===== src/hw/ifeb_defs.svh =====
`ifndef IFEB_DEFS_SVH
`define IFEB_DEFS_SVH

// ----------------------------------------------------------------------
// Register byte offsets on the bus.
// ----------------------------------------------------------------------
`define IFEB_ADR_FLAGS3 8'h00
`define IFEB_ADR_FLAGS4 8'h04
`define IFEB_ADR_EN0 8'h08
`define IFEB_ADR_EN1 8'h0C
`define IFEB_ADR_EN2 8'h10
`define IFEB_ADR_STATUS 8'h14
`define IFEB_ADR_MASK 8'h18

// ----------------------------------------------------------------------
// Implemented bit maps; a zero marks a bit that reads 0 and ignores writes.
// ----------------------------------------------------------------------
`define IFEB_IMPL_FLAGS3 16'h39FF
`define IFEB_IMPL_FLAGS4 16'h00F6
`define IFEB_IMPL_EN0 16'h7FFF
`define IFEB_IMPL_EN1 16'hFFFB
`define IFEB_IMPL_EN2 16'hDFFF
`define IFEB_IMPL_NONE 16'h0000

// ----------------------------------------------------------------------
// Reset values and bus-side event bits.
// ----------------------------------------------------------------------
`define IFEB_RST_REG 16'h0000
`define IFEB_RST_EVT 3'h0
`define IFEB_EVT_NEW3 0
`define IFEB_EVT_NEW4 1
`define IFEB_EVT_BADADR 2

`endif


===== src/hw/ifeb_pkg.sv =====
package ifeb_pkg;

  // Register selected by a bus address.
  typedef enum logic [2:0] {
    IFEB_SEL_FLAGS3 = 3'b000,
    IFEB_SEL_FLAGS4 = 3'b001,
    IFEB_SEL_EN0 = 3'b010,
    IFEB_SEL_EN1 = 3'b011,
    IFEB_SEL_EN2 = 3'b100,
    IFEB_SEL_STATUS = 3'b101,
    IFEB_SEL_MASK = 3'b110,
    IFEB_SEL_NONE = 3'b111
  } ifeb_sel_t;

  // One bus request as the master presents it.
  typedef struct packed {
    logic cyc;
    logic stb;
    logic we;
    logic [7:0] adr;
    logic [3:0] sel;
    logic [31:0] dat;
  } ifeb_wb_req_t;

endpackage : ifeb_pkg


===== src/hw/ifeb_bit_reg.sv =====
`include "ifeb_defs.svh"

module ifeb_bit_reg #(
  parameter logic [15:0] IMPL = `IFEB_IMPL_NONE
) (
  input wire logic clk_sys_in, // System clock.
  input wire logic rst_n_in, // Synchronous reset, active low.
  input wire logic [1:0] wr_lane_in, // Byte lanes written this edge.
  input wire logic [15:0] wdata_in, // Write data.
  input wire logic [15:0] set_in, // Hardware set pulses.
  output logic [15:0] q_out // Stored value.
);

  // ----------------------------------------------------------------------
  // Per-bit storage.
  // ----------------------------------------------------------------------
  genvar i;
  generate
    for (i = 0; i < 16; i++) begin : g_bit
      if (IMPL[i]) begin : g_impl
        logic q;
        logic next_q;
        // A write stores directly; a set in the same edge still wins.
        always_comb begin
          next_q = wr_lane_in[i / 8] ? wdata_in[i] : q;
        end
        always_ff @(posedge clk_sys_in) begin
          if (!rst_n_in) begin
            q <= 1'(`IFEB_RST_REG >> i);
          end else begin
            q <= next_q | set_in[i];
          end
        end
        // Each bit has its own flip-flop, so no two processes share one.
        assign q_out[i] = q;
      end else begin : g_unimpl
        assign q_out[i] = 1'b0;
      end
    end
  endgenerate

endmodule : ifeb_bit_reg


===== src/hw/ifeb_bus_port.sv =====
`include "ifeb_defs.svh"

module ifeb_bus_port (
  input wire logic clk_sys_in, // System clock.
  input wire logic rst_n_in, // Synchronous reset, active low.
  input wire ifeb_pkg::ifeb_wb_req_t req_in, // Bus request.
  output logic ack_out, // Acknowledge, one cycle.
  output ifeb_pkg::ifeb_sel_t sel_out, // Decoded register.
  output logic take_out, // Request seen, ack not yet given.
  output logic wr_fire_out, // Write takes effect this edge.
  output logic rd_fire_out // Read completes this edge.
);

  // ----------------------------------------------------------------------
  // Address decode.
  // ----------------------------------------------------------------------
  always_comb begin
    if (req_in.adr == `IFEB_ADR_FLAGS3) begin
      sel_out = ifeb_pkg::IFEB_SEL_FLAGS3;
    end else if (req_in.adr == `IFEB_ADR_FLAGS4) begin
      sel_out = ifeb_pkg::IFEB_SEL_FLAGS4;
    end else if (req_in.adr == `IFEB_ADR_EN0) begin
      sel_out = ifeb_pkg::IFEB_SEL_EN0;
    end else if (req_in.adr == `IFEB_ADR_EN1) begin
      sel_out = ifeb_pkg::IFEB_SEL_EN1;
    end else if (req_in.adr == `IFEB_ADR_EN2) begin
      sel_out = ifeb_pkg::IFEB_SEL_EN2;
    end else if (req_in.adr == `IFEB_ADR_STATUS) begin
      sel_out = ifeb_pkg::IFEB_SEL_STATUS;
    end else if (req_in.adr == `IFEB_ADR_MASK) begin
      sel_out = ifeb_pkg::IFEB_SEL_MASK;
    end else begin
      sel_out = ifeb_pkg::IFEB_SEL_NONE;
    end
  end

  // Strobes for the edge that sees the request and the edge that ends it.
  assign take_out = req_in.cyc & req_in.stb & ~ack_out;
  assign wr_fire_out = req_in.cyc & req_in.stb & ack_out & req_in.we;
  assign rd_fire_out = req_in.cyc & req_in.stb & ack_out & ~req_in.we;

  // Ack rises one edge after the request and falls on the next edge.
  always_ff @(posedge clk_sys_in) begin
    if (!rst_n_in) begin
      ack_out <= 1'b0;
    end else begin
      ack_out <= take_out;
    end
  end

endmodule : ifeb_bus_port


===== src/hw/ifeb_top.sv =====
// Contract
// - Flag reads 1 after its source requested.
// - Enable 1 allows request; 0 blocks it.
// - Unimplemented bits read 0, ignore writes.
// - Implemented flags and enables reset to 0.
// - Software reads and writes every implemented bit.
// - Flag register 3 upper byte layout.
// - Flag register 3 lower byte layout.
// - Flag register 4 layout, upper byte empty.
// - Enable register 0 upper byte layout.
// - Enable register 0 lower byte layout.
// - Enable register 1 upper byte layout.
// - Enable register 1 lower byte layout.
// - Enable register 2 layout, bit 13 empty.
//
// The register addresses and the Wishbone register port were chosen for this implementation.
`include "ifeb_defs.svh"

module ifeb_top (
  input wire logic clk_sys_in, // System clock, 40 MHz.
  input wire logic rst_n_in, // Synchronous reset, active low.
  input wire logic wb_cyc_in, // Bus cycle.
  input wire logic wb_stb_in, // Bus strobe.
  input wire logic wb_we_in, // Bus write.
  input wire logic [7:0] wb_adr_in, // Bus byte address.
  input wire logic [3:0] wb_sel_in, // Bus byte lanes.
  input wire logic [31:0] wb_dat_in, // Bus write data.
  output logic [31:0] wb_dat_out, // Bus read data.
  output logic wb_ack_out, // Bus acknowledge.
  input wire logic [15:0] evt_3_in, // Event pulses, flag register 3.
  input wire logic [15:0] evt_4_in, // Event pulses, flag register 4.
  input wire logic [15:0] flags_0_in, // Flags paired with enables 0.
  input wire logic [15:0] flags_1_in, // Flags paired with enables 1.
  input wire logic [15:0] flags_2_in, // Flags paired with enables 2.
  input wire logic [15:0] en_3_in, // Enables paired with flags 3.
  input wire logic [15:0] en_4_in, // Enables paired with flags 4.
  output logic [15:0] pend_0_out, // Pending, enable register 0 sources.
  output logic [15:0] pend_1_out, // Pending, enable register 1 sources.
  output logic [15:0] pend_2_out, // Pending, enable register 2 sources.
  output logic [15:0] pend_3_out, // Pending, flag register 3 sources.
  output logic [15:0] pend_4_out, // Pending, flag register 4 sources.
  output logic irq_out // Bus-side interrupt, level.
);

  // ----------------------------------------------------------------------
  // Bus front end.
  // ----------------------------------------------------------------------
  ifeb_pkg::ifeb_wb_req_t req;
  ifeb_pkg::ifeb_sel_t sel;
  logic take;
  logic wr_fire;
  logic rd_fire;
  logic [1:0] lane;

  // Gather the bus signals into one request.
  always_comb begin
    req.cyc = wb_cyc_in;
    req.stb = wb_stb_in;
    req.we = wb_we_in;
    req.adr = wb_adr_in;
    req.sel = wb_sel_in;
    req.dat = wb_dat_in;
  end

  ifeb_bus_port u_bus (
    .clk_sys_in(clk_sys_in),
    .rst_n_in(rst_n_in),
    .req_in(req),
    .ack_out(wb_ack_out),
    .sel_out(sel),
    .take_out(take),
    .wr_fire_out(wr_fire),
    .rd_fire_out(rd_fire)
  );

  // Only the low two lanes carry register bits.
  assign lane = wr_fire ? req.sel[1:0] : 2'b00;

  // ----------------------------------------------------------------------
  // Flag and enable registers.
  // ----------------------------------------------------------------------
  logic [15:0] flags3;
  logic [15:0] flags4;
  logic [15:0] en0;
  logic [15:0] en1;
  logic [15:0] en2;
  logic [1:0] wr3;
  logic [1:0] wr4;
  logic [1:0] wre0;
  logic [1:0] wre1;
  logic [1:0] wre2;

  // Route the write lanes to the addressed register only.
  always_comb begin
    wr3 = (sel == ifeb_pkg::IFEB_SEL_FLAGS3) ? lane : 2'b00;
    wr4 = (sel == ifeb_pkg::IFEB_SEL_FLAGS4) ? lane : 2'b00;
    wre0 = (sel == ifeb_pkg::IFEB_SEL_EN0) ? lane : 2'b00;
    wre1 = (sel == ifeb_pkg::IFEB_SEL_EN1) ? lane : 2'b00;
    wre2 = (sel == ifeb_pkg::IFEB_SEL_EN2) ? lane : 2'b00;
  end

  // Flag register 3: sources set bits, software writes them too.
  ifeb_bit_reg #(.IMPL(`IFEB_IMPL_FLAGS3)) u_flags3 (
    .clk_sys_in(clk_sys_in),
    .rst_n_in(rst_n_in),
    .wr_lane_in(wr3),
    .wdata_in(req.dat[15:0]),
    .set_in(evt_3_in),
    .q_out(flags3)
  );

  // Flag register 4.
  ifeb_bit_reg #(.IMPL(`IFEB_IMPL_FLAGS4)) u_flags4 (
    .clk_sys_in(clk_sys_in),
    .rst_n_in(rst_n_in),
    .wr_lane_in(wr4),
    .wdata_in(req.dat[15:0]),
    .set_in(evt_4_in),
    .q_out(flags4)
  );

  // Enable registers change only by software.
  ifeb_bit_reg #(.IMPL(`IFEB_IMPL_EN0)) u_en0 (
    .clk_sys_in(clk_sys_in),
    .rst_n_in(rst_n_in),
    .wr_lane_in(wre0),
    .wdata_in(req.dat[15:0]),
    .set_in(`IFEB_IMPL_NONE),
    .q_out(en0)
  );

  ifeb_bit_reg #(.IMPL(`IFEB_IMPL_EN1)) u_en1 (
    .clk_sys_in(clk_sys_in),
    .rst_n_in(rst_n_in),
    .wr_lane_in(wre1),
    .wdata_in(req.dat[15:0]),
    .set_in(`IFEB_IMPL_NONE),
    .q_out(en1)
  );

  ifeb_bit_reg #(.IMPL(`IFEB_IMPL_EN2)) u_en2 (
    .clk_sys_in(clk_sys_in),
    .rst_n_in(rst_n_in),
    .wr_lane_in(wre2),
    .wdata_in(req.dat[15:0]),
    .set_in(`IFEB_IMPL_NONE),
    .q_out(en2)
  );

  // ----------------------------------------------------------------------
  // Pending requests toward the priority logic.
  // ----------------------------------------------------------------------
  // A flag with a cleared enable stays readable but is not forwarded.
  always_ff @(posedge clk_sys_in) begin
    if (!rst_n_in) begin
      pend_0_out <= `IFEB_RST_REG;
      pend_1_out <= `IFEB_RST_REG;
      pend_2_out <= `IFEB_RST_REG;
      pend_3_out <= `IFEB_RST_REG;
      pend_4_out <= `IFEB_RST_REG;
    end else begin
      pend_0_out <= flags_0_in & en0;
      pend_1_out <= flags_1_in & en1;
      pend_2_out <= flags_2_in & en2;
      pend_3_out <= flags3 & en_3_in;
      pend_4_out <= flags4 & en_4_in;
    end
  end

  // ----------------------------------------------------------------------
  // Bus-side event status, mask and interrupt.
  // ----------------------------------------------------------------------
  logic [2:0] evt_status;
  logic [2:0] evt_mask;
  logic [2:0] evt_snap;
  logic [2:0] evt_set;
  logic [2:0] evt_clr;

  // New flag in register 3 or 4, or an access to an unmapped address.
  always_comb begin
    evt_set = `IFEB_RST_EVT;
    evt_set[`IFEB_EVT_NEW3] = |(evt_3_in & `IFEB_IMPL_FLAGS3 & ~flags3);
    evt_set[`IFEB_EVT_NEW4] = |(evt_4_in & `IFEB_IMPL_FLAGS4 & ~flags4);
    evt_set[`IFEB_EVT_BADADR] = take & (sel == ifeb_pkg::IFEB_SEL_NONE);
    evt_clr = `IFEB_RST_EVT;
    if (rd_fire && sel == ifeb_pkg::IFEB_SEL_STATUS) begin
      evt_clr = evt_snap;
    end
  end

  // Only bits that the read returned are cleared; a set in that edge wins.
  always_ff @(posedge clk_sys_in) begin
    if (!rst_n_in) begin
      evt_status <= `IFEB_RST_EVT;
    end else begin
      evt_status <= (evt_status & ~evt_clr) | evt_set;
    end
  end

  // Mask register written from the low lane.
  always_ff @(posedge clk_sys_in) begin
    if (!rst_n_in) begin
      evt_mask <= `IFEB_RST_EVT;
    end else if (lane[0] && sel == ifeb_pkg::IFEB_SEL_MASK) begin
      evt_mask <= req.dat[2:0];
    end
  end

  // Interrupt follows the masked status one edge later.
  always_ff @(posedge clk_sys_in) begin
    if (!rst_n_in) begin
      irq_out <= 1'b0;
    end else begin
      irq_out <= |(evt_status & evt_mask);
    end
  end

  // ----------------------------------------------------------------------
  // Read data, captured with the ack.
  // ----------------------------------------------------------------------
  always_ff @(posedge clk_sys_in) begin
    if (!rst_n_in) begin
      wb_dat_out <= 32'h00000000;
      evt_snap <= `IFEB_RST_EVT;
    end else if (take) begin
      evt_snap <= `IFEB_RST_EVT;
      case (sel)
        ifeb_pkg::IFEB_SEL_FLAGS3: wb_dat_out <= {16'h0000, flags3};
        ifeb_pkg::IFEB_SEL_FLAGS4: wb_dat_out <= {16'h0000, flags4};
        ifeb_pkg::IFEB_SEL_EN0: wb_dat_out <= {16'h0000, en0};
        ifeb_pkg::IFEB_SEL_EN1: wb_dat_out <= {16'h0000, en1};
        ifeb_pkg::IFEB_SEL_EN2: wb_dat_out <= {16'h0000, en2};
        ifeb_pkg::IFEB_SEL_STATUS: begin
          wb_dat_out <= {29'h00000000, evt_status};
          evt_snap <= req.we ? `IFEB_RST_EVT : evt_status;
        end
        ifeb_pkg::IFEB_SEL_MASK: wb_dat_out <= {29'h00000000, evt_mask};
        default: wb_dat_out <= 32'h00000000;
      endcase
    end
  end

  // ----------------------------------------------------------------------
  // Checks.
  // ----------------------------------------------------------------------
  AST_FLAG_SET: assert property (
    @(posedge clk_sys_in) disable iff (!rst_n_in)
    (evt_3_in[13] && evt_4_in[7]) |=> (flags3[13] && flags4[7]))
    else $error("Event did not set its flag.");

  AST_FLAG_HOLD: assert property (
    @(posedge clk_sys_in) disable iff (!rst_n_in)
    (flags3[0] && !(wr3[0] && !req.dat[0])) |=> flags3[0])
    else $error("Flag dropped without a clearing write.");

  AST_UNIMPL_ZERO: assert property (
    @(posedge clk_sys_in) disable iff (!rst_n_in)
    ((flags3 & ~`IFEB_IMPL_FLAGS3) == 16'h0000)
    && ((flags4 & ~`IFEB_IMPL_FLAGS4) == 16'h0000)
    && en0[15] == 1'b0 && en1[2] == 1'b0 && en2[13] == 1'b0)
    else $error("Unimplemented bit reads one.");

  AST_RESET_ZERO: assert property (
    @(posedge clk_sys_in) disable iff (!rst_n_in)
    $rose(rst_n_in) |-> (flags3 == 16'h0000 && flags4 == 16'h0000
    && en0 == 16'h0000 && en1 == 16'h0000 && en2 == 16'h0000))
    else $error("Register not zero after reset.");

  AST_WRITE_TAKES: assert property (
    @(posedge clk_sys_in) disable iff (!rst_n_in)
    (wr_fire && sel == ifeb_pkg::IFEB_SEL_EN1 && req.sel == 4'h3)
    |=> (en1 == ($past(req.dat[15:0]) & `IFEB_IMPL_EN1)))
    else $error("Enable write not stored.");

  AST_WRITE_CLEARS: assert property (
    @(posedge clk_sys_in) disable iff (!rst_n_in)
    (wr3 == 2'b11 && req.dat[15:0] == 16'h0000 && evt_3_in == 16'h0000)
    |=> (flags3 == 16'h0000))
    else $error("Flag write did not clear.");

  AST_LAYOUT_EN2: assert property (
    @(posedge clk_sys_in) disable iff (!rst_n_in)
    (wre2 == 2'b11 && req.dat[15:0] == 16'hFFFF) |=> (en2 == 16'hDFFF))
    else $error("Enable register 2 layout wrong.");

  AST_PEND_GATE: assert property (
    @(posedge clk_sys_in) disable iff (!rst_n_in)
    ##1 (pend_3_out == ($past(flags3) & $past(en_3_in))
    && pend_0_out == ($past(flags_0_in) & $past(en0))))
    else $error("Pending not flag and enable.");

  AST_PEND_BLOCK: assert property (
    @(posedge clk_sys_in) disable iff (!rst_n_in)
    (en0[8] == 1'b0) |=> (pend_0_out[8] == 1'b0))
    else $error("Disabled source forwarded.");

  AST_ACK_PULSE: assert property (
    @(posedge clk_sys_in) disable iff (!rst_n_in)
    (wb_cyc_in && wb_stb_in && !wb_ack_out) |=> wb_ack_out ##1 !wb_ack_out)
    else $error("Ack not a one-cycle answer.");

  AST_FLAG4_SET: assert property (
    @(posedge clk_sys_in) disable iff (!rst_n_in)
    (evt_4_in[1] && evt_4_in[2]) |=> (flags4[2:1] == 2'b11))
    else $error("Error event did not set its flag.");

  AST_PEND_BLOCK3: assert property (
    @(posedge clk_sys_in) disable iff (!rst_n_in)
    (en_3_in == 16'h0000) |=> (pend_3_out == 16'h0000))
    else $error("Flag forwarded without enable.");

  AST_EN_HOLD: assert property (
    @(posedge clk_sys_in) disable iff (!rst_n_in)
    (wre0 == 2'b00) |=> (en0 == $past(en0)))
    else $error("Enable changed without a write.");

  AST_WRITE_LANE: assert property (
    @(posedge clk_sys_in) disable iff (!rst_n_in)
    (wre1 == 2'b01) |=> (en1[15:8] == $past(en1[15:8])))
    else $error("Unselected byte lane was written.");

  AST_UNMAPPED_READ: assert property (
    @(posedge clk_sys_in) disable iff (!rst_n_in)
    (take && sel == ifeb_pkg::IFEB_SEL_NONE)
    |=> (wb_dat_out == 32'h00000000))
    else $error("Unmapped address did not read zero.");

  AST_BADADR_SET: assert property (
    @(posedge clk_sys_in) disable iff (!rst_n_in)
    (take && sel == ifeb_pkg::IFEB_SEL_NONE)
    |=> evt_status[`IFEB_EVT_BADADR])
    else $error("Bad address not recorded.");

  AST_STATUS_STICKY: assert property (
    @(posedge clk_sys_in) disable iff (!rst_n_in)
    (evt_status[0] && !(rd_fire && sel == ifeb_pkg::IFEB_SEL_STATUS))
    |=> evt_status[0])
    else $error("Status bit dropped without a read.");

  AST_IRQ_LEVEL: assert property (
    @(posedge clk_sys_in) disable iff (!rst_n_in)
    ##1 (irq_out == $past(|(evt_status & evt_mask))))
    else $error("Interrupt does not follow masked status.");

  AST_RESET_OUT: assert property (
    @(posedge clk_sys_in) disable iff (!rst_n_in)
    $rose(rst_n_in) |-> (pend_3_out == 16'h0000 && irq_out == 1'b0
    && wb_ack_out == 1'b0 && wb_dat_out == 32'h00000000))
    else $error("Output not zero after reset.");

endmodule : ifeb_top


===== config.mk =====
export PLATFORM = sky130hd
export DESIGN_NAME = ifeb_top
export DESIGN_NICKNAME = d
export VERILOG_FILES = /design/src/hw/ifeb_pkg.sv /design/src/hw/ifeb_bit_reg.sv /design/src/hw/ifeb_bus_port.sv /design/src/hw/ifeb_top.sv
export VERILOG_INCLUDE_DIRS = /design/src /design/src/hw
export SDC_FILE = /design/constraint.sdc
export NUM_CORES = 1
export LEC_CHECK = 0
export ABC_AREA = 1
export BUFFER_PORTS_ARGS = -buffer_cell sky130_fd_sc_hd__buf_4
export CELL_PAD_IN_SITES_DETAIL_PLACEMENT = 1
export CELL_PAD_IN_SITES_GLOBAL_PLACEMENT = 1
export CORE_MARGIN = 5
export CORE_UTILIZATION = 33
export CTS_BUF_LIST = sky130_fd_sc_hd__clkbuf_8 sky130_fd_sc_hd__clkbuf_16
export CTS_CLUSTER_SIZE = 14
export DETAILED_ROUTE_END_ITERATION = 8
export PLACE_DENSITY = 0.84
export SLEW_MARGIN = 25
export SYNTH_ARGS = -nofsm -noshare
export SYNTH_HDL_FRONTEND = slang
export SYNTH_SLANG_ARGS = --single-unit

===== constraint.sdc =====
create_clock -name clk_sys_in -period 2.25 [get_ports clk_sys_in]
set_clock_uncertainty 0.05 [all_clocks]
set_input_delay 0.45 -clock clk_sys_in [delete_from_list [all_inputs] [get_ports clk_sys_in]]
set_output_delay 0.45 -clock clk_sys_in [all_outputs]
set_load 0.05 [all_outputs]

; ---- Yosys cells after proc, flatten, opt, wreduce, memory -nomap -nowiden
; Cells that the tools add are included.
[classes]
div_mod_pow = 0
mul = 0
bitwise_logic = 39
n_eq_ne = 13
muxes = 35
reduce_logical = 7
n_shift = 0
add_sub_neg = 0
n_lt_le_gt_ge = 0
[op_table]
columns = cell, count
row1 = 16-bit case mux with 7 select lines, 1
row2 = 14-bit by 16-bit bitwise AND with 16-bit output, 2
row3 = 16-bit bitwise AND, 2
row4 = 8-bit by 16-bit bitwise AND with 16-bit output, 2
row5 = 16-bit OR reduction, 2
row6 = 3-bit 2-to-1 mux, 9
row7 = "8-bit by 5-bit == test with 1-bit output, second input constant", 3
row8 = 1-bit 2-to-1 mux, 20
row9 = 1-bit OR, 18
row10 = 16-bit by 15-bit bitwise AND with 16-bit output, 1
row11 = "8-bit by 4-bit == test with 1-bit output, second input constant", 2
row12 = 14-bit NOT with 16-bit output, 1
row13 = 8-bit NOT with 16-bit output, 1
row14 = "3-bit == test, second input constant", 4
row15 = 2-bit 2-to-1 mux, 5
row16 = "8-bit by 3-bit == test with 1-bit output, second input constant", 1
row17 = 8-bit logical NOT, 1
row18 = 1-bit bitwise AND, 6
row19 = 3-bit bitwise AND, 2
row20 = "3-bit by 2-bit == test with 1-bit output, second input constant", 2
row21 = "3-bit by 1-bit == test with 1-bit output, second input constant", 1
row22 = 3-bit logical NOT, 1
row23 = 3-bit NOT, 1
row24 = 3-bit OR, 1
row25 = other kinds (3), 5
[totals]
mem_count = 0
ramBits = 0
ff_bits = 186
latchBits = 0
word_cells = 168
rom_bits = 0

; ---- Logic depth before layout (Yosys ltp)
; Gate-level depths: netlist of the first run.
[logic_depth]
depth_word = 14
ltp_mapped = 11

; ---- By module
; A second synthesis of the first run with hierarchy kept.
[hier_totals]
cells_unflattened = 1209
area_unflattened_um2 = 8276.7
[modules_own_cells]
columns = mod, n_inst, cells_each, area_per_inst_um2
row1 = ifeb_top, 1, 624, 4401.7
row2 = ifeb_bit_reg at u_en0 ..., 2, 129, 895.9
row3 = ifeb_bit_reg at u_en1, 1, 129, 838.3
row4 = ifeb_bit_reg at u_flags3, 1, 107, 686.9
row5 = ifeb_bit_reg at u_flags4, 1, 63, 415.4
row6 = ifeb_bus_port, 1, 28, 142.6

; ---- Worst setup path before layout of the first run
; No wires, ideal clock.
[synth_path]
path_type = reg-to-reg
from = register u_bus.ack_out
to = register u_flags3.g_bit[1].g_impl.q
t_arrival_ns = 1.791
path_stages_with_launch = 11
slack_ns = 0.296
cell_sequence = dfxtp_1 nand3_1 inv_2 nand3_2 inv_1 nand2_2 buf_6 nand2_1 o21ai_1 o21ai_1 inv_1
[synth_via]
elab_chain_cells = 6
[synth_lines]
columns = element, line_no
row1 = from (decl), ifeb_bus_port.sv:7  ; output logic ack_out,
row2 = from (signal assigned), ifeb_bus_port.sv:47  ; ack_out <= take_out;
row3 = 1-bit bitwise AND (2 in series), ifeb_bus_port.sv:39  ; assign wr_fire_out = req_in.cyc & req_in.stb & ack_out & req_in.we;
row4 = 2-bit 2-to-1 mux, ifeb_top.sv:77  ; assign lane = wr_fire ? req.sel[1:0] : 2'b00;
row5 = 2-bit 2-to-1 mux, ifeb_top.sv:95  ; wr3 = (sel == ifeb_pkg::IFEB_SEL_FLAGS3) ? lane : 2'b00;
row6 = 1-bit 2-to-1 mux, ifeb_bit_reg.sv:25  ; next_q = wr_lane_in[i / 8] ? wdata_in[i] : q;
row7 = 1-bit OR, ifeb_bit_reg.sv:31  ; q <= next_q | set_in[i];
row8 = to (signal assigned), ifeb_bit_reg.sv:29  ; q <= 1'(`IFEB_RST_REG >> i);
row9 = to (signal assigned), ifeb_bit_reg.sv:31
row10 = to (decl), ifeb_bit_reg.sv:21  ; logic q;
; Every way passes these cells.
; A chain may end at the register's enable or synchronous reset.

; ---- Worst setup path after layout of the first run
[layout_path]
from = register u_bus.ack_out
to = register u_flags3.g_bit[2].g_impl.q
[layout_via]
elab_chain_cells = 6
[layout_lines]
columns = element, line_no
row1 = 1-bit bitwise AND (2 in series), ifeb_bus_port.sv:39
row2 = 2-bit 2-to-1 mux, ifeb_top.sv:77
row3 = 2-bit 2-to-1 mux, ifeb_top.sv:95
row4 = 1-bit 2-to-1 mux, ifeb_bit_reg.sv:25
row5 = 1-bit OR, ifeb_bit_reg.sv:31
row6 = to (signal assigned), ifeb_bit_reg.sv:29
row7 = to (signal assigned), ifeb_bit_reg.sv:31
row8 = to (decl), ifeb_bit_reg.sv:21
; Every way passes these cells.

==> results of run 1 <==
[worst min-delay path: stages]
cell,delay (ns)
buf_4,0.07
nand2_1,0.04
nor2_1,0.07
[cell families (layout without fill, tap and decap cells)]
| logic type | count (synthesis) | after routing | share of synthesized area [%] |
|---|---|---|---|
| AND/OR/NAND/NOR | 397 | 397 | 28.0 |
| flip-flops | 153 | 153 | 49.7 |
| AO/OA/AOI/OAI | 142 | 142 | 12.3 |
| buffers and inverters | 118 | 296 | 9.99 |
| other | 1 | 33 | 0.0609 |
[cell type report]
type                    count  share of cell area (%)
clock buffers              18                    5.25
clock inverters            14                    1.87
inverters                  56                    2.60
multi-input cells         572                    31.1
flip-flops and latches    153                    36.6
well taps                 234                    3.50
repair buffers            208                    19.1
[cells in the mapped netlist (4+ instances only)]
master    instances
nor2_2            4
nand3_2           4
dfxtp_1         153
clkbuf_1         18
o22ai_1           6
buf_6             4
nor2_1           99
nor3_1            4
nand4_1          10
o21ai_1           8
nand3_1          49
inv_1            48
nand2_1         214
buf_4            35
nor2_4            6
o21ai_0          31
a21oi_1          85
a211oi_1          5
buf_2             5
inv_2             4
[metal layers]
| metal | vias up | wire [um] | track usage, % |
|---|---|---|---|
| li1 | 2958 | - | - |
| met1 | 2928 | 9330 | 25.0 |
| met2 | 194 | 10800 | 34.3 |
| met3 | 32 | 1230 | 3.54 |
| met4 | 0 | 470 | 6.96 |
| met5 | - | 0 | 0 |
[through the flow]
| step | instances | util [%] | hold slack [ns] |
|---|---|---|---|
| final | 1255 | 45.2 | 0.189 |
| after global routing | 1255 | 45.2 | 0.187 |
| after CTS | 1255 | 45.2 | 0.178 |
| after detailed placement | 1223 | 42.0 | 0.392 |
| after global placement | 1223 | 42.0 | 0.386 |
| after floorplan | 843 | - | 0.360 |
[power by group through the flow]
stage / logic (mW) / clock network [mW] / registers (mW)
floorplan: 0.298 / 0 / 2.87
global placement: 0.537 / 0 / 2.84
detailed placement: 0.547 / 0 / 2.84
CTS: 0.551 / 2.94 / 2.79
global route: 0.587 / 3.09 / 2.79
finish: 0.552 / 2.90 / 2.79
[worst paths after layout]
path | to | startpoint | slack (ns) | cells after the start
max | u_flags3.g_bit[2].g_impl.q | u_bus.ack_out | 0.54 | 9
min | pend_1_out[15] | flags_1_in[15] | 0.19 | 3
max reg2reg | u_flags3.g_bit[2].g_impl.q | u_bus.ack_out | 0.54 | 9
min reg2reg | pend_1_out[15] | u_en1.g_bit[15].g_impl.q | 0.39 | 2
[flip-flops by register name, indices dropped and copies added (netlist names), 3 cells and up]
| register | cells |
|---|---|
| pend_1_out | 15 |
| u_flags3.g_bit.g_impl.q | 12 |
| u_en1.g_bit.g_impl.q | 15 |
| pend_3_out | 12 |
| pend_0_out | 15 |
| evt_snap | 3 |
| u_flags4.g_bit.g_impl.q | 6 |
| evt_status | 3 |
| evt_mask | 3 |
| pend_2_out | 15 |
| u_en0.g_bit.g_impl.q | 15 |
| pend_4_out | 6 |
| wb_dat_out | 16 |
| u_en2.g_bit.g_impl.q | 15 |
==> results.md, run 1 <==
- P_leak: around 3.8 nW
- Die width: 147 um
- Register area: 3060 um^2
- Family with the most delay on the worst path: simple AND/OR/NAND/NOR gates
- Number of synthesized flops with an enable pin: 0
- Clock transition at path regs: 0.06 ns
- First-pass GRT wire length: 33.9 mm
- Fillers: about 2,300
- Final period utilization: between 70% and 80%
- Post-DP Area: 7780 um^2
- Final hold vios: 0
- Vias in the first global route: 6,297
- All-Layer GR Usage: between 15 and 20%
- Post-route setup TNS: 0 ns
- Yosys top cell area share: 49.7%
- Max FO, Critical Path: 11
- Total Routed Length: 21.9 mm
- Max H-tree Level: 4
- Via Count: 6,112
- Critical Path RT: roughly 2.5 ns
- Grt total ovfl: 0
- Crit path DAT: 1.98 ns
- Comb pwr share: 8.8%
- Reg power frac: 44.6%
- Number of antenna diodes: 0
- Crit-path cells: nand3_1 -> inv_2 -> nand3_2 -> inv_1 -> nand2_2 -> nand2_1 -> o21ai_1 -> o21ai_1 -> inv_1
- Ys async rst share: 0%
- Sw Ratio: 24.7%
- RSZ-0062 raised after global routing: false
- Worst Hold Class: in2reg
- Via density: 4.87
- Share of post-route cells with drive strength above 1: 26.3%
- Clk_lat worst skew: 0.43 ns
- DRC: 0
- Yosys top cell by area: dfxtp_1
- Slew Viols, Final: 0
- Most common cell after layout, fill and taps aside: nand2_1
- Worst slew margin: 57.2%
- Final worst slack: roughly 0.54 ns
- DRT iter0 DRCs: 375
- Setup Slack @ Placement: 0.210 ns
- Cells after synthesis: 811
- Core area: ~19,000 um^2
- Die area: 21,500 um^2
- Buf+Inv Stages, Crit Path: 3
- PwrDens: ~750 nW/um^2
- WS Path Type: reg2reg
- Setup crit end kind: register
- Area Growth Syn to Fin: 35.9%
- CTS sink count: 153
- Power Total: 6.24 mW
- Top cells by area, synth: dfxtp_1 50%, nand2_1 13%, a21oi_1 6.9%
- Largest net degree at the start of global routing: 56
- Worst path max stage delay: 0.37 ns
- Startpoint type of the worst setup path: register
- Root Driver: clkbuf_16
- Setup violations, final: 0
- # port buffers: 192
- P_int: 4.70 mW
- Max-cap viol count: 0
- Num CTS Buffers: 17
- Gp weighted congestion: 0.832
- Post-route ant nets: 0
- Cell area after synthesis: slightly above 6000 um^2
- Syn avg cell area: 7.60 um^2
- Least-Margin Pin Slew: 0.642 ns
- Hold buffers post-CTS: 0
- Sequential fraction of the synthesis area: 49.7%
- Synth Warn #: 0
- Final min period: 1.71 ns
- Synth cell types: 34
- WL per Instance: approximately 17 um
- DP HPWL: 16.4 mm
- Final net count: 1,169
- Std cell rows: 50
- Timing-limited maximum frequency: 583 MHz
- Post-route cell area: 8370 um^2
- Most frequent cells in the layout: 214 x nand2_1, 205 x buf_4, 153 x dfxtp_1
- Primary FF master, synth: dfxtp_1
- Outcome: complete, no violations
- Worst VDD drop: 0.535 mV
- Initial antenna violation count: 0
- NetSw: 1.54 mW
- Flop and latch count out of synthesis: roughly 150
- CTS Buffer Depth: 2
- Setup repair bufs after CTS: 0
- Post-CTS sizing: 0
- # IOs: 275
- Multi-input gate area: 2600 um^2
- Worst path slowest cell: dfxtp_1
- CTS tree: done
- Initial core utilization: 33.3%
- Clock share of power: a little under half
- First-pass detailed-route iteration total: 5
- Die Height: 147 um
Note: power is estimated with default switching activity, not from simulation.
==> inputs of run 2 (changes only) <==
ABC_AREA = 0   (was 1)
CORE_UTILIZATION = 34   (was 33)
PLACE_DENSITY = 0.82   (was 0.84)
clock period = 1.6 ns   (was 2.25 ns; I/O delays follow)
==> run 2 against run 1 <==
  * The run now ends with negative setup slack left
  * Sequential share of layout area is 1.9 points lower
  * Maximum frequency is 7.1% lower
  * Register-to-register slack worse by 0.78 ns
  * Count of clock-buffer cells in the layout is 2 higher
  * Critical path type unchanged
  * Highest routed layer unchanged
==> results.md, run 2 <==
- Worst setup path start: u_bus.ack_out (unchanged)
- Std cell rows: 49 (was 50)
- NetSw: 2.20 mW (was 1.54 mW)
- Critical Path RT: 1.87 ns (was 2.51 ns)
- Sequential fraction of the synthesis area: 50.3% (was 49.7%)
- Most common cell after layout, fill and taps aside: buf_4 (was nand2_1)
- Hold buffers post-CTS: 0 (unchanged)
- Max H-tree Level: 4 (unchanged)
- Ys async rst share: 0% (unchanged)
- Via density: 5.04 (was 4.87)
- Clk_lat worst skew: 0.43 ns (about the same)
- # port buffers: 192 (unchanged)
- Synth cell types: 53 (was 34)
- P_leak: 4.20 nW (was 3.77 nW)
- Synth Warn #: 0 (unchanged)
- Gp weighted congestion: 0.845 (was 0.832)
- Final worst slack: -0.245 ns (was 0.535 ns)
- RR Startpoint: u_bus.ack_out (unchanged)
- CTS tree: done (unchanged)
- Top cells by instance count after synthesis: 153 x dfxtp_1, 76 x nand2_1, 66 x and3_1 (was 214 x nand2_1, 153 x dfxtp_1, 99 x nor2_1)
- WS Path Type: reg2reg (unchanged)
- Die Height: 144 um (was 147 um)
- DP HPWL: 16.2 mm (was 16.4 mm)
- WL per Instance: 19.6 um (was 17.4 um)
- # IOs: 275 (unchanged)
- Syn avg cell area: 9.94 um^2 (was 7.60 um^2)
- Sw Ratio: 24.9% (was 24.7%)
- Reg power frac: 44.3% (was 44.6%)
- Startpoint type of the worst setup path: register (unchanged)
- Post-route setup TNS: -3.45 ns (was 0 ns)
- Top cells by area, synth: dfxtp_1 50%, mux2i_1 11%, and3_1 6.8% (was dfxtp_1 50%, nand2_1 13%, a21oi_1 6.9%)
- Final hold vios: 0 (unchanged)
- Most flop-heavy register: wb_dat_out (unchanged)
- Grt total ovfl: 0 (unchanged)
- Via Count: 5,543 (was 6,112)
- Hold path start: en_4_in[1] (was flags_1_in[15])
- Final net count: 1,018 (was 1,169)
- First-pass GRT wire length: 32.3 mm (was 33.9 mm)
- RSZ-0062 raised after global routing: true (was false)
- Max-cap viol count: 0 (unchanged)
- Reg2reg setup slack: -0.25 ns (was 0.54 ns)
- Area Growth Syn to Fin: 45.0% (was 35.9%)
- Setup crit end kind: register (unchanged)
- Outcome: finished with violations (was complete, no violations)
- Flop and latch count out of synthesis: 153 (unchanged)
- Yosys top cell area share: 50.3% (was 49.7%)
- CTS sink count: 153 (unchanged)
- Num CTS Buffers: 17 (unchanged)
- Initial antenna violation count: 1 (was 0)
- Core area: 17,800 um^2 (was 18,500 um^2)
- DRC: 0 (unchanged)
- Initial core utilization: 34.2% (was 33.3%)
- Crit path DAT: 2.12 ns (was 1.98 ns)
- Clock transition at path regs: 0.06 ns (about the same)
- Comb pwr share: 11.1% (was 8.8%)
- Post-route ant nets: 0 (unchanged)
- First-pass detailed-route iteration total: 5 (unchanged)
- Timing-limited maximum frequency: 542 MHz (was 583 MHz)
- Max FO, Critical Path: 6 (was 11)
- Root Driver: clkbuf_16 (unchanged)
- Max reg flops: 16 (unchanged)
- Slew Viols, Final: 0 (unchanged)
- Cell area after synthesis: 6080 um^2 (was 6160 um^2)
- Number of synthesized flops with an enable pin: 0 (unchanged)
- Die area: 20,700 um^2 (was 21,500 um^2)
- Share of post-route cells with drive strength above 1: 36.8% (was 26.3%)
- Final min period: 1.85 ns (was 1.71 ns)
- Total Routed Length: 21.5 mm (was 21.9 mm)
- All-Layer GR Usage: 20.5% (was 19.9%)
- Post-DP Area: 8170 um^2 (was 7780 um^2)
- Failing checks: negative setup slack
- Worst Hold Class: in2reg (unchanged)
- DRT iter0 DRCs: 380 (was 375)
- Vias in the first global route: 5,891 (was 6,297)
- Largest net degree at the start of global routing: 51 (was 56)
- Cells after synthesis: 612 (was 811)
- Hold WS: 0.0675 ns (was 0.189 ns)
- P_int: 6.65 mW (was 4.70 mW)
- Most frequent cell after synthesis: dfxtp_1 (was nand2_1)
- Most frequent cells in the layout: 247 x buf_4, 152 x dfxtp_1, 74 x nand2_1 (was 214 x nand2_1, 205 x buf_4, 153 x dfxtp_1)
- Clock share of power: 44.7% (was 46.5%)
- Setup violations, final: 34 (was 0)
- Yosys top cell by area: dfxtp_1 (unchanged)
- Post-route cell area: 8820 um^2 (was 8370 um^2)
- CTS Buffer Depth: 2 (unchanged)
- Final period utilization: 115% (was 76.2%)
- Primary FF master, synth: dfxtp_1 (unchanged)
- Die width: 144 um (was 147 um)
- PwrDens: 1000 nW/um^2 (was 745 nW/um^2)
- Worst VDD drop: 0.801 mV (was 0.535 mV)
==> run 2: cell count changes after synthesis, moves of 11 or more <==
cell	previous run	this run
nand2_1	214	76
nor2_1	99	13
a21oi_1	85	1
and3_1	0	66
mux2i_1	0	64
nand3_1	49	9
inv_1	48	18
o21ai_0	31	13
o311a_1	0	18
or3_1	0	13
a22o_1	0	11
nor2b_1	0	11
==> run 2: power groups by stage <==
stage / sequential (mW) / clock, mW / combinational (mW)
2_1_floorplan: 4.04 / 0 / 0.498
3_3_place_gp: 4.00 / 0 / 0.929
3_5_place_dp: 4.00 / 0 / 0.951
4_1_cts: 3.91 / 4.03 / 0.964
5_1_grt: 3.92 / 4.18 / 1.03
6_report: 3.92 / 3.95 / 0.978
==> run 2: cells by family (layout without fill, tap and decap cells) <==
| group | after synthesis | after routing | synth area share, % |
|---|---|---|---|
| compound gates | 81 | 81 | 10.5 |
| buf+inv | 83 | 308 | 7.32 |
| flops | 153 | 153 | 50.3 |
| mux | 70 | 70 | 11.8 |
| other cells | 1 | 34 | 0.0616 |
| simple gates | 224 | 224 | 19.9 |
==> run 2: worst max-delay path: stages (launching register included) <==
cell     delay, ns
dfxtp_2       0.33
nand4_1       0.23
or4_4         0.52
or2_4         0.30
o311a_1       0.31
==> run 2: through the flow <==
step | utilization, % | worst slack (ns) | total power [mW] | std cells
floorplan | - | -0.673 | 4.54 | 644
global placement | 45.9 | -0.736 | 4.92 | 1066
detailed placement | 45.9 | -0.766 | 4.95 | 1066
CTS | 49.3 | -0.269 | 8.91 | 1097
global route | 49.6 | -0.260 | 9.13 | 1099
finish | 49.6 | -0.245 | 8.85 | 1099
==> run 2: layout make-up <==
class | instances | area (um^2)
fillers | 2008 | 8960
repair buffers | 259 | 2030
clock inverters | 11 | 105
well taps | 229 | 287
inverters | 18 | 67.6
flip-flops and latches | 153 | 3060
multi-input cells | 408 | 2800
clock buffers | 20 | 467
diodes | 1 | 2.50
==> run 2: per-layer routing <==
metal | GRT usage, % | share of wire, % | vias to the layer above | routed length, um
met5 | 0 | 0 | - | 0
met4 | 8.67 | 2.7 | 0 | 592
met3 | 5.12 | 7.5 | 44 | 1610
met2 | 34.1 | 48 | 209 | 10300
met1 | 25.2 | 42 | 2676 | 8990
li1 | - | - | 2614 | -
==> run 2: what timing repair did <==
| item | in CTS | in global routing |
|---|---|---|
| setup endpoints to repair | 47 | 58 |
| resized for setup | 11 | 11 |
| pin swaps | 4 | 7 |
| buffers inserted | 0 | 2 |
==> run 2: worst paths after layout <==
| kind | end | cells past startpoint |
|---|---|---|
| hold / removal | pend_4_out[1] | 2 |
| hold reg to reg | wb_dat_out[5] | 2 |
| setup / recovery | u_flags4.g_bit[1].g_impl.q | 4 |
| setup reg to reg | u_flags4.g_bit[1].g_impl.q | 4 |
